[src/fsp_defines.svh]
// Offsets, field positions, reset values and timing counts of the self-programming controller
`ifndef FSP_DEFINES_SVH
`define FSP_DEFINES_SVH

// ----------------------------------------------------------------------------
// Register map (byte address on the plain register port)
// ----------------------------------------------------------------------------
`define FSP_CTRL_ADDR 4'h0
`define FSP_DATA_LO_ADDR 4'h1
`define FSP_DATA_HI_ADDR 4'h2
`define FSP_PTR_LO_ADDR 4'h3
`define FSP_PTR_HI_ADDR 4'h4
`define FSP_LOCK_ADDR 4'h5

// ----------------------------------------------------------------------------
// Control register fields
// ----------------------------------------------------------------------------
`define FSP_CTL_INTEN 7
`define FSP_CTL_BUSY 6
`define FSP_CTL_REEN 4
`define FSP_CTL_LOCK 3
`define FSP_CTL_PGWR 2
`define FSP_CTL_PGER 1
`define FSP_CTL_EN 0
`define FSP_CMD_ERASE 7'h03
`define FSP_CMD_LOAD 7'h01
`define FSP_CMD_WRITE 7'h05
`define FSP_CMD_LOCK 7'h09
`define FSP_CMD_REEN 7'h11

// ----------------------------------------------------------------------------
// Reset values and read-back pointer values
// ----------------------------------------------------------------------------
`define FSP_LOCK_RESET 8'hFF
`define FSP_PTR_FUSE_LO 16'h0000
`define FSP_PTR_LOCK 16'h0001
`define FSP_PTR_FUSE_EXT 16'h0002
`define FSP_PTR_FUSE_HI 16'h0003

// ----------------------------------------------------------------------------
// Timing
// ----------------------------------------------------------------------------
`define FSP_STORE_WINDOW 3'd4
`define FSP_LOAD_WINDOW 3'd3
`define FSP_PROG_TIME_NS 4000
`define FSP_CLK_PERIOD_NS 5
`define FSP_PROG_CYCLES (`FSP_PROG_TIME_NS / `FSP_CLK_PERIOD_NS)

`endif

[src/fsp_pkg.sv]
// Types shared by the self-programming controller
package fsp_pkg;
    typedef enum logic [1:0] {
        FSP_IDLE = 2'b00,
        FSP_ARMED = 2'b01,
        FSP_BUSY = 2'b11
    } fsp_state_e;
endpackage

[src/fsp_page_buf.sv]
// Temporary page buffer with per-word load and whole-buffer clear
`timescale 1ns/1ps
module fsp_page_buf #(
    parameter int WORDS = 128,
    parameter int AW = 7
) (
    input wire logic clk,
    input wire logic srst,
    input wire logic clr,
    input wire logic wr,
    input wire logic [AW-1:0] waddr,
    input wire logic [15:0] wdata,
    input wire logic [AW-1:0] raddr,
    output logic [15:0] rdata
);
    logic [15:0] mem [WORDS];
    logic [WORDS-1:0] valid_q;

    // ------------------------------------------------------------------------
    // Storage; unloaded words read erased
    // ------------------------------------------------------------------------
    genvar i;
    generate
        for (i = 0; i < WORDS; i++) begin : g_word
            always_ff @(posedge clk) begin
                if (srst || clr) begin
                    valid_q[i] <= 1'b0;
                end else if (wr && waddr == AW'(i)) begin
                    valid_q[i] <= 1'b1;
                end
            end
            always_ff @(posedge clk) begin
                if (wr && waddr == AW'(i)) begin
                    mem[i] <= wdata;
                end
            end
        end
    endgenerate

    always_ff @(posedge clk) begin
        if (srst) begin
            rdata <= 16'hFFFF;
        end else begin
            rdata <= valid_q[raddr] ? mem[raddr] : 16'hFFFF;
        end
    end
endmodule

[src/fsp_ctrl.sv]
// Self-programming controller for on-chip program flash
//
// The register addresses and the plain strobed port are this design's own decisions.
`timescale 1ns/1ps
`include "fsp_defines.svh"
module fsp_ctrl #(
    parameter int WORD_BITS = 7,
    parameter int PAGE_BITS = 9,
    parameter int HALT_PAGE_FIRST = 480,
    parameter int PROG_CYCLES = `FSP_PROG_CYCLES,
    parameter logic [7:0] FUSE_LO = 8'hFF,
    parameter logic [7:0] FUSE_HI = 8'hFF,
    parameter logic [7:0] FUSE_EXT = 8'hFF
) (
    input wire logic clk,
    input wire logic srst,
    input wire logic [3:0] reg_addr,
    input wire logic [7:0] reg_wdata,
    input wire logic reg_wr,
    input wire logic reg_rd,
    output logic [7:0] reg_rdata,
    input wire logic store_program_instr,
    input wire logic load_program_instr,
    input wire logic eeprom_write_busy_flag,
    output logic [7:0] load_override_data,
    output logic load_override,
    output logic cpu_halt,
    output logic section_read_block,
    output logic irq,
    output logic flash_erase,
    output logic flash_write,
    output logic [PAGE_BITS-1:0] flash_page,
    output logic [15:0] buf_rdata,
    input wire logic [WORD_BITS-1:0] buf_raddr
);
    localparam int CW = $clog2(PROG_CYCLES + 1);

    // ------------------------------------------------------------------------
    // State
    // ------------------------------------------------------------------------
    fsp_pkg::fsp_state_e state_q, state_d;
    logic [6:0] cmd_q;
    logic int_en_q;
    logic busy_q;
    logic [2:0] win_q;
    logic [7:0] dlo_q, dhi_q, plo_q, phi_q;
    logic [7:0] lock_q;
    logic [5:0] lock_data_q;
    logic [CW-1:0] cnt_q;
    logic [1:0] op_q;
    logic halt_q;
    logic [PAGE_BITS-1:0] page_q;
    logic [7:0] rdata_q;
    logic [7:0] ovr_q;
    logic ovr_v_q;

    // ------------------------------------------------------------------------
    // Decode
    // ------------------------------------------------------------------------
    wire [15:0] ptr = {phi_q, plo_q};
    wire [WORD_BITS-1:0] ptr_word = ptr[WORD_BITS:1];
    wire [PAGE_BITS-1:0] ptr_page = PAGE_BITS'(ptr >> (WORD_BITS + 1));
    wire ctl_wr = reg_wr && reg_addr == `FSP_CTRL_ADDR;
    // Commands written to the control register are locked out by an EEPROM write
    wire ctl_ok = ctl_wr && !eeprom_write_busy_flag && state_q == fsp_pkg::FSP_IDLE;
    wire [6:0] new_cmd = reg_wdata[6:0];
    wire reen_wr = ctl_ok && new_cmd == `FSP_CMD_REEN;
    wire armed = state_q == fsp_pkg::FSP_ARMED;
    // A store after the window is ignored; the timeout then returns to idle
    wire store_win = win_q < `FSP_STORE_WINDOW;
    wire spm_go = armed && store_program_instr && store_win && !eeprom_write_busy_flag;
    wire is_erase = cmd_q == `FSP_CMD_ERASE;
    wire is_load = cmd_q == `FSP_CMD_LOAD;
    wire is_write = cmd_q == `FSP_CMD_WRITE;
    wire is_lock = cmd_q == `FSP_CMD_LOCK;
    wire lock_read = armed && is_lock && load_program_instr && win_q < `FSP_LOAD_WINDOW
        && !eeprom_write_busy_flag;
    wire long_op = spm_go && (is_erase || is_write || is_lock);
    wire timeout = armed && win_q == `FSP_STORE_WINDOW;
    wire op_done = state_q == fsp_pkg::FSP_BUSY && cnt_q == CW'(1);
    wire halt_tgt = ptr_page >= PAGE_BITS'(HALT_PAGE_FIRST);
    wire buf_load = spm_go && is_load;
    wire buf_clr = (op_done && op_q == 2'd2) || reen_wr;
    wire en_bit = state_q != fsp_pkg::FSP_IDLE;

    // Only pointer values 0 to 3 return fuse or lock bytes; others read unprogrammed
    logic [7:0] rd_mux;
    always_comb begin
        unique case (ptr)
            `FSP_PTR_FUSE_LO: rd_mux = FUSE_LO;
            `FSP_PTR_LOCK: rd_mux = lock_q;
            `FSP_PTR_FUSE_EXT: rd_mux = FUSE_EXT;
            `FSP_PTR_FUSE_HI: rd_mux = FUSE_HI;
            default: rd_mux = 8'hFF;
        endcase
    end

    // ------------------------------------------------------------------------
    // Sequencer
    // ------------------------------------------------------------------------
    always_comb begin
        state_d = state_q;
        unique case (state_q)
            fsp_pkg::FSP_IDLE: begin
                if (ctl_ok && new_cmd[0] && new_cmd != `FSP_CMD_REEN) begin
                    state_d = fsp_pkg::FSP_ARMED;
                end
            end
            fsp_pkg::FSP_ARMED: begin
                if (long_op) begin
                    state_d = fsp_pkg::FSP_BUSY;
                end else if (spm_go || lock_read || timeout) begin
                    state_d = fsp_pkg::FSP_IDLE;
                end
            end
            fsp_pkg::FSP_BUSY: begin
                if (op_done) begin
                    state_d = fsp_pkg::FSP_IDLE;
                end
            end
            default: state_d = fsp_pkg::FSP_IDLE;
        endcase
    end

    always_ff @(posedge clk) begin
        if (srst) begin
            state_q <= fsp_pkg::FSP_IDLE;
        end else begin
            state_q <= state_d;
        end
    end

    // Window counter runs free; it is only read while armed
    always_ff @(posedge clk) begin
        if (srst) begin
            win_q <= 3'd0;
        end else if (ctl_ok) begin
            win_q <= 3'd0;
        end else begin
            win_q <= win_q + 3'd1;
        end
    end

    always_ff @(posedge clk) begin
        if (srst) begin
            cmd_q <= 7'h00;
        end else if (ctl_ok) begin
            cmd_q <= new_cmd;
        end
    end

    // ------------------------------------------------------------------------
    // Operation tracking
    // ------------------------------------------------------------------------
    // Latch target at start so software may reuse the pointer
    always_ff @(posedge clk) begin
        if (srst) begin
            cnt_q <= '0;
            lock_data_q <= 6'h3F;
            op_q <= 2'd0;
            halt_q <= 1'b0;
            page_q <= '0;
        end else if (long_op) begin
            cnt_q <= CW'(PROG_CYCLES);
            op_q <= is_erase ? 2'd1 : (is_write ? 2'd2 : 2'd3);
            halt_q <= !is_lock && halt_tgt;
            page_q <= ptr_page;
            lock_data_q <= dlo_q[5:0];
        end else if (state_q == fsp_pkg::FSP_BUSY) begin
            cnt_q <= cnt_q - CW'(1);
            if (op_done) begin
                op_q <= 2'd0;
                halt_q <= 1'b0;
            end
        end
    end

    // Section busy: set by erase/write, cleared only by re-enable
    always_ff @(posedge clk) begin
        if (srst) begin
            busy_q <= 1'b0;
        end else if (long_op && !is_lock) begin
            busy_q <= 1'b1;
        end else if (reen_wr && op_q == 2'd0) begin
            busy_q <= 1'b0;
        end
    end

    // ------------------------------------------------------------------------
    // Lock bits
    // ------------------------------------------------------------------------
    // Zero in data bits program the lock, never unprogram
    always_ff @(posedge clk) begin
        if (srst) begin
            lock_q <= `FSP_LOCK_RESET;
        end else if (op_done && op_q == 2'd3) begin
            lock_q <= {2'b11, lock_q[5:0] & lock_data_q};
        end
    end

    // ------------------------------------------------------------------------
    // Register port
    // ------------------------------------------------------------------------
    wire dlo_wr = reg_wr && reg_addr == `FSP_DATA_LO_ADDR;
    wire dhi_wr = reg_wr && reg_addr == `FSP_DATA_HI_ADDR;
    wire plo_wr = reg_wr && reg_addr == `FSP_PTR_LO_ADDR;
    wire phi_wr = reg_wr && reg_addr == `FSP_PTR_HI_ADDR;

    // Interrupt enable follows every control write, even a refused one
    always_ff @(posedge clk) begin
        if (srst) begin
            int_en_q <= 1'b0;
        end else if (ctl_wr) begin
            int_en_q <= reg_wdata[`FSP_CTL_INTEN];
        end
    end

    always_ff @(posedge clk) begin
        if (srst) begin
            dlo_q <= 8'h00;
        end else if (dlo_wr) begin
            dlo_q <= reg_wdata;
        end
    end

    always_ff @(posedge clk) begin
        if (srst) begin
            dhi_q <= 8'h00;
        end else if (dhi_wr) begin
            dhi_q <= reg_wdata;
        end
    end

    always_ff @(posedge clk) begin
        if (srst) begin
            plo_q <= 8'h00;
        end else if (plo_wr) begin
            plo_q <= reg_wdata;
        end
    end

    always_ff @(posedge clk) begin
        if (srst) begin
            phi_q <= 8'h00;
        end else if (phi_wr) begin
            phi_q <= reg_wdata;
        end
    end

    logic [7:0] rd_sel;
    always_comb begin
        unique case (reg_addr)
            `FSP_CTRL_ADDR: rd_sel = {int_en_q, busy_q, 1'b0, cmd_q[4:1] & {4{en_bit}}, en_bit};
            `FSP_DATA_LO_ADDR: rd_sel = dlo_q;
            `FSP_DATA_HI_ADDR: rd_sel = dhi_q;
            `FSP_PTR_LO_ADDR: rd_sel = plo_q;
            `FSP_PTR_HI_ADDR: rd_sel = phi_q;
            `FSP_LOCK_ADDR: rd_sel = lock_q;
            default: rd_sel = 8'h00;
        endcase
    end

    // Read data stand for one cycle and drop back to zero
    always_ff @(posedge clk) begin
        if (srst) begin
            rdata_q <= 8'h00;
        end else begin
            rdata_q <= reg_rd ? rd_sel : 8'h00;
        end
    end

    always_ff @(posedge clk) begin
        if (srst) begin
            ovr_q <= 8'h00;
        end else begin
            ovr_q <= lock_read ? rd_mux : 8'h00;
        end
    end

    always_ff @(posedge clk) begin
        if (srst) begin
            ovr_v_q <= 1'b0;
        end else begin
            ovr_v_q <= lock_read;
        end
    end

    // ------------------------------------------------------------------------
    // Page buffer; a busy EEPROM write blocks its loads and its re-enable clear
    // ------------------------------------------------------------------------
    fsp_page_buf #(
        .WORDS(1 << WORD_BITS),
        .AW(WORD_BITS)
    ) u_buf (
        .clk(clk),
        .srst(srst),
        .clr(buf_clr),
        .wr(buf_load),
        .waddr(ptr_word),
        .wdata({dhi_q, dlo_q}),
        .raddr(buf_raddr),
        .rdata(buf_rdata)
    );

    // ------------------------------------------------------------------------
    // Outputs
    // ------------------------------------------------------------------------
    assign reg_rdata = rdata_q;
    assign load_override_data = ovr_q;
    assign load_override = ovr_v_q;
    assign cpu_halt = halt_q;
    assign section_read_block = busy_q;
    assign irq = int_en_q && !en_bit;
    assign flash_erase = op_done && op_q == 2'd1;
    assign flash_write = op_done && op_q == 2'd2;
    assign flash_page = page_q;
endmodule

[config.mk]
export PLATFORM = sky130hd
export DESIGN_NAME = fsp_ctrl
export DESIGN_NICKNAME = d
export VERILOG_FILES = /design/src/fsp_pkg.sv /design/src/fsp_page_buf.sv /design/src/fsp_ctrl.sv
export VERILOG_INCLUDE_DIRS = /design/src
export SDC_FILE = /design/constraint.sdc
export NUM_CORES = 2
export LEC_CHECK = 0
export BUFFER_PORTS_ARGS = -buffer_cell sky130_fd_sc_hd__buf_2
export CORE_ASPECT_RATIO = 0.8
export CORE_MARGIN = 2
export CORE_UTILIZATION = 45
export CTS_CLUSTER_DIAMETER = 120
export DETAILED_ROUTE_END_ITERATION = 10
export PLACE_DENSITY = 0.64
export REMOVE_ABC_BUFFERS = 1
export SKIP_CTS_REPAIR_TIMING = 1
export SLEW_MARGIN = 0
export SYNTH_ARGS = -nofsm -noshare
export SYNTH_HDL_FRONTEND = slang
export SYNTH_SLANG_ARGS = --single-unit
[constraint.sdc]
create_clock -name clk -period 8 [get_ports clk]
set_clock_uncertainty 0.2 [all_clocks]
set_input_delay 1.6 -clock clk [delete_from_list [all_inputs] [get_ports clk]]
set_output_delay 1.6 -clock clk [all_outputs]
set_load 0.02 [all_outputs]
# Yosys cells after proc, flatten, opt, wreduce, memory -nomap -nowiden
# Memory sizes are Yosys's and may differ from the RTL's. A register that Yosys moved wholly into a read port is not among the register bits.
# Index checks and enable logic that the tools add are counted.
# op_classes
addsub	2
magnitude_cmp	4
n_eq_ne	149
muxes	657
bitwise_logic	5
n_reduce_logical	307
# ops
op	count
two-way mux 16 bit	127
OR reduction 16 bit	127
two-way mux 7 bit	127
equality test 7 bit, second input constant	64
two-way mux 1 bit	390
equality test 7 x 6 -> 1 bit, second input constant	32
logical AND 1 bit	156
equality test 7 x 5 -> 1 bit, second input constant	17
equality test 7 x 4 -> 1 bit, second input constant	9
case mux 8 bit (6 select lines)	1
equality test 7 x 3 -> 1 bit, second input constant	5
equality test 7 x 2 -> 1 bit, second input constant	3
two-way mux 10 bit	2
equality test 16 x 1 -> 1 bit, second input constant	1
equality test 7 x 1 -> 1 bit, second input constant	2
two-way mux 2 bit	7
equality test 10 x 1 -> 1 bit, second input constant	1
OR reduction 2 bit	5
subtractor 10 x 1 -> 10 bit, second input constant	1
greater-or-equal comparator 8 x 9 -> 1 bit, second input constant	1
equality test 4 x 2 -> 1 bit, second input constant	2
equality test 4 x 3 -> 1 bit, second input constant	2
< comparator 7 x 8 -> 1 bit, second input constant	1
nonzero test 2 bit	4
other kinds (24)	37
# totals
register_bits	224
ramBits	2048
inputBits	26
output_inout_bits	47
mem_count	1
# memory_table
memory	words	width	read_ports	rd_clocked_by_memory_dff	write_ports	line_no	rtl
u_buf.mem	128	16	1	1	1	fsp_page_buf.sv:16	logic [15:0] mem [WORDS];

# Depth between registers and ports, before layout
# depth
depth_word	136
depth_mapped	12
ltp_nobuf	7

# By module
# From an unflattened synthesis, not the netlist that was laid out.
# hier_totals
cells_unflattened	4417
area_unflattened_um2	88184.6
# by_module_without_submodules
mod	n_inst	cells_each	area_each_um2	seq_area_each_um2
fsp_page_buf	1	3961	84041.9	64381.7
fsp_ctrl	1	456	4142.7	1881.8

# Worst setup path before layout
# OpenSTA, ideal clock, no wires.
# synth_path
path_kind	input -> register
from	in eeprom_write_busy_flag
to	mem u_buf.mem[118][0] (enable)
setup_time_ps	390
arrival_time_ps	3586
setup_slack_ps	3824
stages	5
n_path_buf	0
cell_sequence	nor4b_1 nand4b_1 nor4b_2 nand2_1 nor2_1
# synth_between
elab_chain_len	134
elab_cells_between_ends	768
cone_classes	mux: 510; reduce/logical: 258
# synth_lines
item	line_no	rtl
start: declaration	fsp_ctrl.sv:24	input wire logic eeprom_write_busy_flag,
zero test 1 bit *	fsp_ctrl.sv:71	wire spm_go = armed && store_program_instr && store_win && !eeprom_write_busy_flag;
logical AND 1 bit *	fsp_ctrl.sv:71	
logical AND 1 bit *	fsp_ctrl.sv:82	wire buf_load = spm_go && is_load;
logical AND 1 bit	fsp_page_buf.sv:33	if (wr && waddr == AW'(i)) begin
two-way mux 1 bit	fsp_page_buf.sv:33	
two-way mux 1 bit (implied by the code)	fsp_page_buf.sv:34	mem[i] <= wdata;
OR reduction 16 bit (no line)	-	
two-way mux 7 bit (no line) or two-way mux 1 bit (tied branches) (127 in a row)	-	
end: declaration	fsp_page_buf.sv:16	
# Every way passes the cells marked *; elsewhere a longest branch is shown, timed or not.

# Worst setup path after layout
# layout_path
from	in eeprom_write_busy_flag
to	mem u_buf.mem[86][12] (enable)
# The elaborated chain is that of the path after synthesis.

==> run metrics <==
status completed; Die X 499 um; Max FO, Critical Path 17; Crit Path Category in2reg; Avg WL per Cell 33.9 um; GR Util All Layers 0.243; Final Instance Area 98400 sq um; placed cell area 91500 sq um; Max-cap violations 0; count of pins over their slew limit 0; largest net degree at the start of global routing 102; drt pass-1 iters 8; post-layout min period 5.07 ns; Worst VDD drop 0.000173 V; DRC viols 0; Routed Wire Length 244000 um; sequential share of the synthesized area 0.751; Reg clk slew, reported paths 0.07 ns; vias in the first global route 43400; top cells by area, synth edfxtp_1 70%, mux4_2 14%, dfxtp_1 5.4%; # H-tree levels 4; Clock Path Buffers 3; Critical Path RT 8.26 ns; Power Total 23.8 mW; Synth Flop Type edfxtp_1; reg-to-reg critical path endpoint u_buf.mem[86][12]$_DFFE_PP_; Initial DRC Count 7392; synthesized area per cell 20.5 sq um; Post-synth EDFFs 2048; TritonCTS clock tree yes; Die Height 400 um; drt via density 6.36; yosys warns 0; #FFs+latches synth 2286; Die Area 200000 sq um; CTS Sinks 2286; Critical Path End Type flop; Core ar. 195000 sq um; Slew @ Worst Pin 1.44 ns; Final setup viols 0; post-synth top area cell edfxtp_1; post-synth top area share 0.697; nets 4466; most common cell in the netlist edfxtp_1; Pwr per Cell Area 242 nW/um^2; unrepaired setup endpoints after global routing no; Rows 145; Syn Inst Count 4293; initial core utilization 0.452; distinct cell type count after synthesis 81; Post-synth top cells 2048 x edfxtp_1, 529 x mux4_2, 238 x dfxtp_1; Buffers on Ports 70; worst-case reg-to-reg path depth 5; Synth-to-Final Area Change 11.5%; Leak 35.4 nW; Root Driver clkbuf_16; RR Startpoint state_q[0]$_SDFFE_PP0P_; HP Class reg2reg; Synth async-reset ratio 0; Startpoint Class primary input; worst skew pair latency 0.87 ns; worst setup path end u_buf.mem[86][12]$_DFFE_PP_; Final Wtd Congestion 0.939; final hold vios 0; CTS buffer count 205; synthesized area 88200 sq um; Max-slew headroom 0.0417; critical path data arrival time 5.33 ns; # IOs 73; period utilization 0.634; Worst Setup SP eeprom_write_busy_flag; R2R setup slack 3.26 ns; total gr overflow 0; routed via count 45800; DPL Wire Length 149000 um; proportion of layout cells with a drive suffix above 1 0.261; Peak Freq 197 MHz; first-pass GRT wire length 341000 um; initial antenna violation count 10; ANT nets after route 0; fin util 0.504
## how the worst min path moves through the flow
stage                                   start                              to  slack, ns  cells after the start
6_report           flash_page[0]$_SDFFE_PP0P_      flash_page[0]$_SDFFE_PP0P_       0.25                      2
5_1_grt        u_buf.valid_q[33]$_SDFFE_PP0P_  u_buf.valid_q[33]$_SDFFE_PP0P_       0.27                      1
4_1_cts                 cmd_q[6]$_SDFFE_PP0P_           cmd_q[6]$_SDFFE_PP0P_       0.26                      2
3_5_place_dp    u_buf.valid_q[7]$_SDFFE_PP0P_   u_buf.valid_q[7]$_SDFFE_PP0P_       0.25                      1
3_3_place_gp       flash_page[6]$_SDFFE_PP0P_      flash_page[6]$_SDFFE_PP0P_       0.24                      2
2_1_floorplan           cmd_q[6]$_SDFFE_PP0P_           cmd_q[6]$_SDFFE_PP0P_       0.23                      2
## layout by cell type (no fill, tap or decap), types with 24 or more instances in the layout
master        n
edfxtp_1   2048
mux4_2      529
dfxtp_1     222
clkbuf_16   207
nand2_1     177
o21a_1      136
mux2i_1     128
nor2_2      113
buf_4       109
a21oi_1      84
nor2_1       71
buf_2        66
nand3_1      57
a22oi_1      44
clkinv_2     43
o21ai_0      39
clkbuf_1     38
clkinv_1     37
a221oi_1     33
o22ai_1      29
mux4_1       27
nor3_1       26
bufinv_16    24
## power by group
part	total, mW	leakage (nW)	internal (mW)	switching [mW]
Clock	10.1	3.39	5.71	4.44
Sequential	12.9	24.9	12.8	0.0340
Combinational	0.775	7.10	0.256	0.520
## routing by layer
layer	track usage	wire, um
met5	0	12
met4	0.0749	7740
met3	0.0690	29700
met2	0.343	106000
met1	0.366	101000
## cell families (layout without fill, tap and decap cells)
kind of cell               count (synthesis)  after routing  share of synthesized area
AOI/OAI and AO/OA                        477            477                     0.0383
adders and majority gates                  4              4                   0.000567
buffers and inverters                    269            594                     0.0209
and+or+nand+nor                          547            547                     0.0284
other                                      1              6                  0.0000425
DFF                                     2286           2286                      0.751
xor gates and xnor gates                  10             10                   0.000993
muxes                                    699            699                      0.160
## critical path, stage by stage
cell and delay [ns]:
buf_2 0.13, nor4b_1 0.49, nand4b_1 0.53, nor4b_2 0.51
nand2_1 0.82, nor2_2 1.22
## final cells by class
cell class / instances / area (sq um)
Inverter: 14 / 57.6
Tap cell: 2572 / 3220
Sequential cell: 2286 / 66300
Fill cell: 15300 / 96700
Clock inverter: 125 / 1330
Antenna cell: 4 / 10.0
Timing Repair Buffer: 190 / 1430
Clock buffer: 265 / 5570
Multi-Input combinational cell: 1739 / 20400
## sequential cells by signal, summed over array words and instances (netlist names), 2 cells and up
| register | count |
|---|---|
| op_q | 2 |
| u_buf.mem | 2048 |
| lock_data_q | 6 |
| load_override_data | 7 |
| cnt_q | 10 |
| u_buf.valid_q | 128 |
| phi_q | 8 |
| win_q | 3 |
| reg_rdata | 8 |
| dlo_q | 8 |
| state_q | 2 |
| dhi_q | 8 |
| lock_q | 6 |
| u_buf.rdata | 16 |
| cmd_q | 7 |
| flash_page | 8 |
| plo_q | 8 |
## stage by stage
stage	setup TNS, ns	instances	setup slack, ns	hold WS [ns]
2_1_floorplan	-127.96	4039	-1.00	0.225
6_report	0	7195	2.93	0.254
4_1_cts	0	7191	3.10	0.260
5_1_grt	0	7192	2.82	0.274
3_5_place_dp	0	6801	2.19	0.248
3_3_place_gp	0	6801	2.26	0.239
Note: power is estimated with default switching activity, not from simulation.
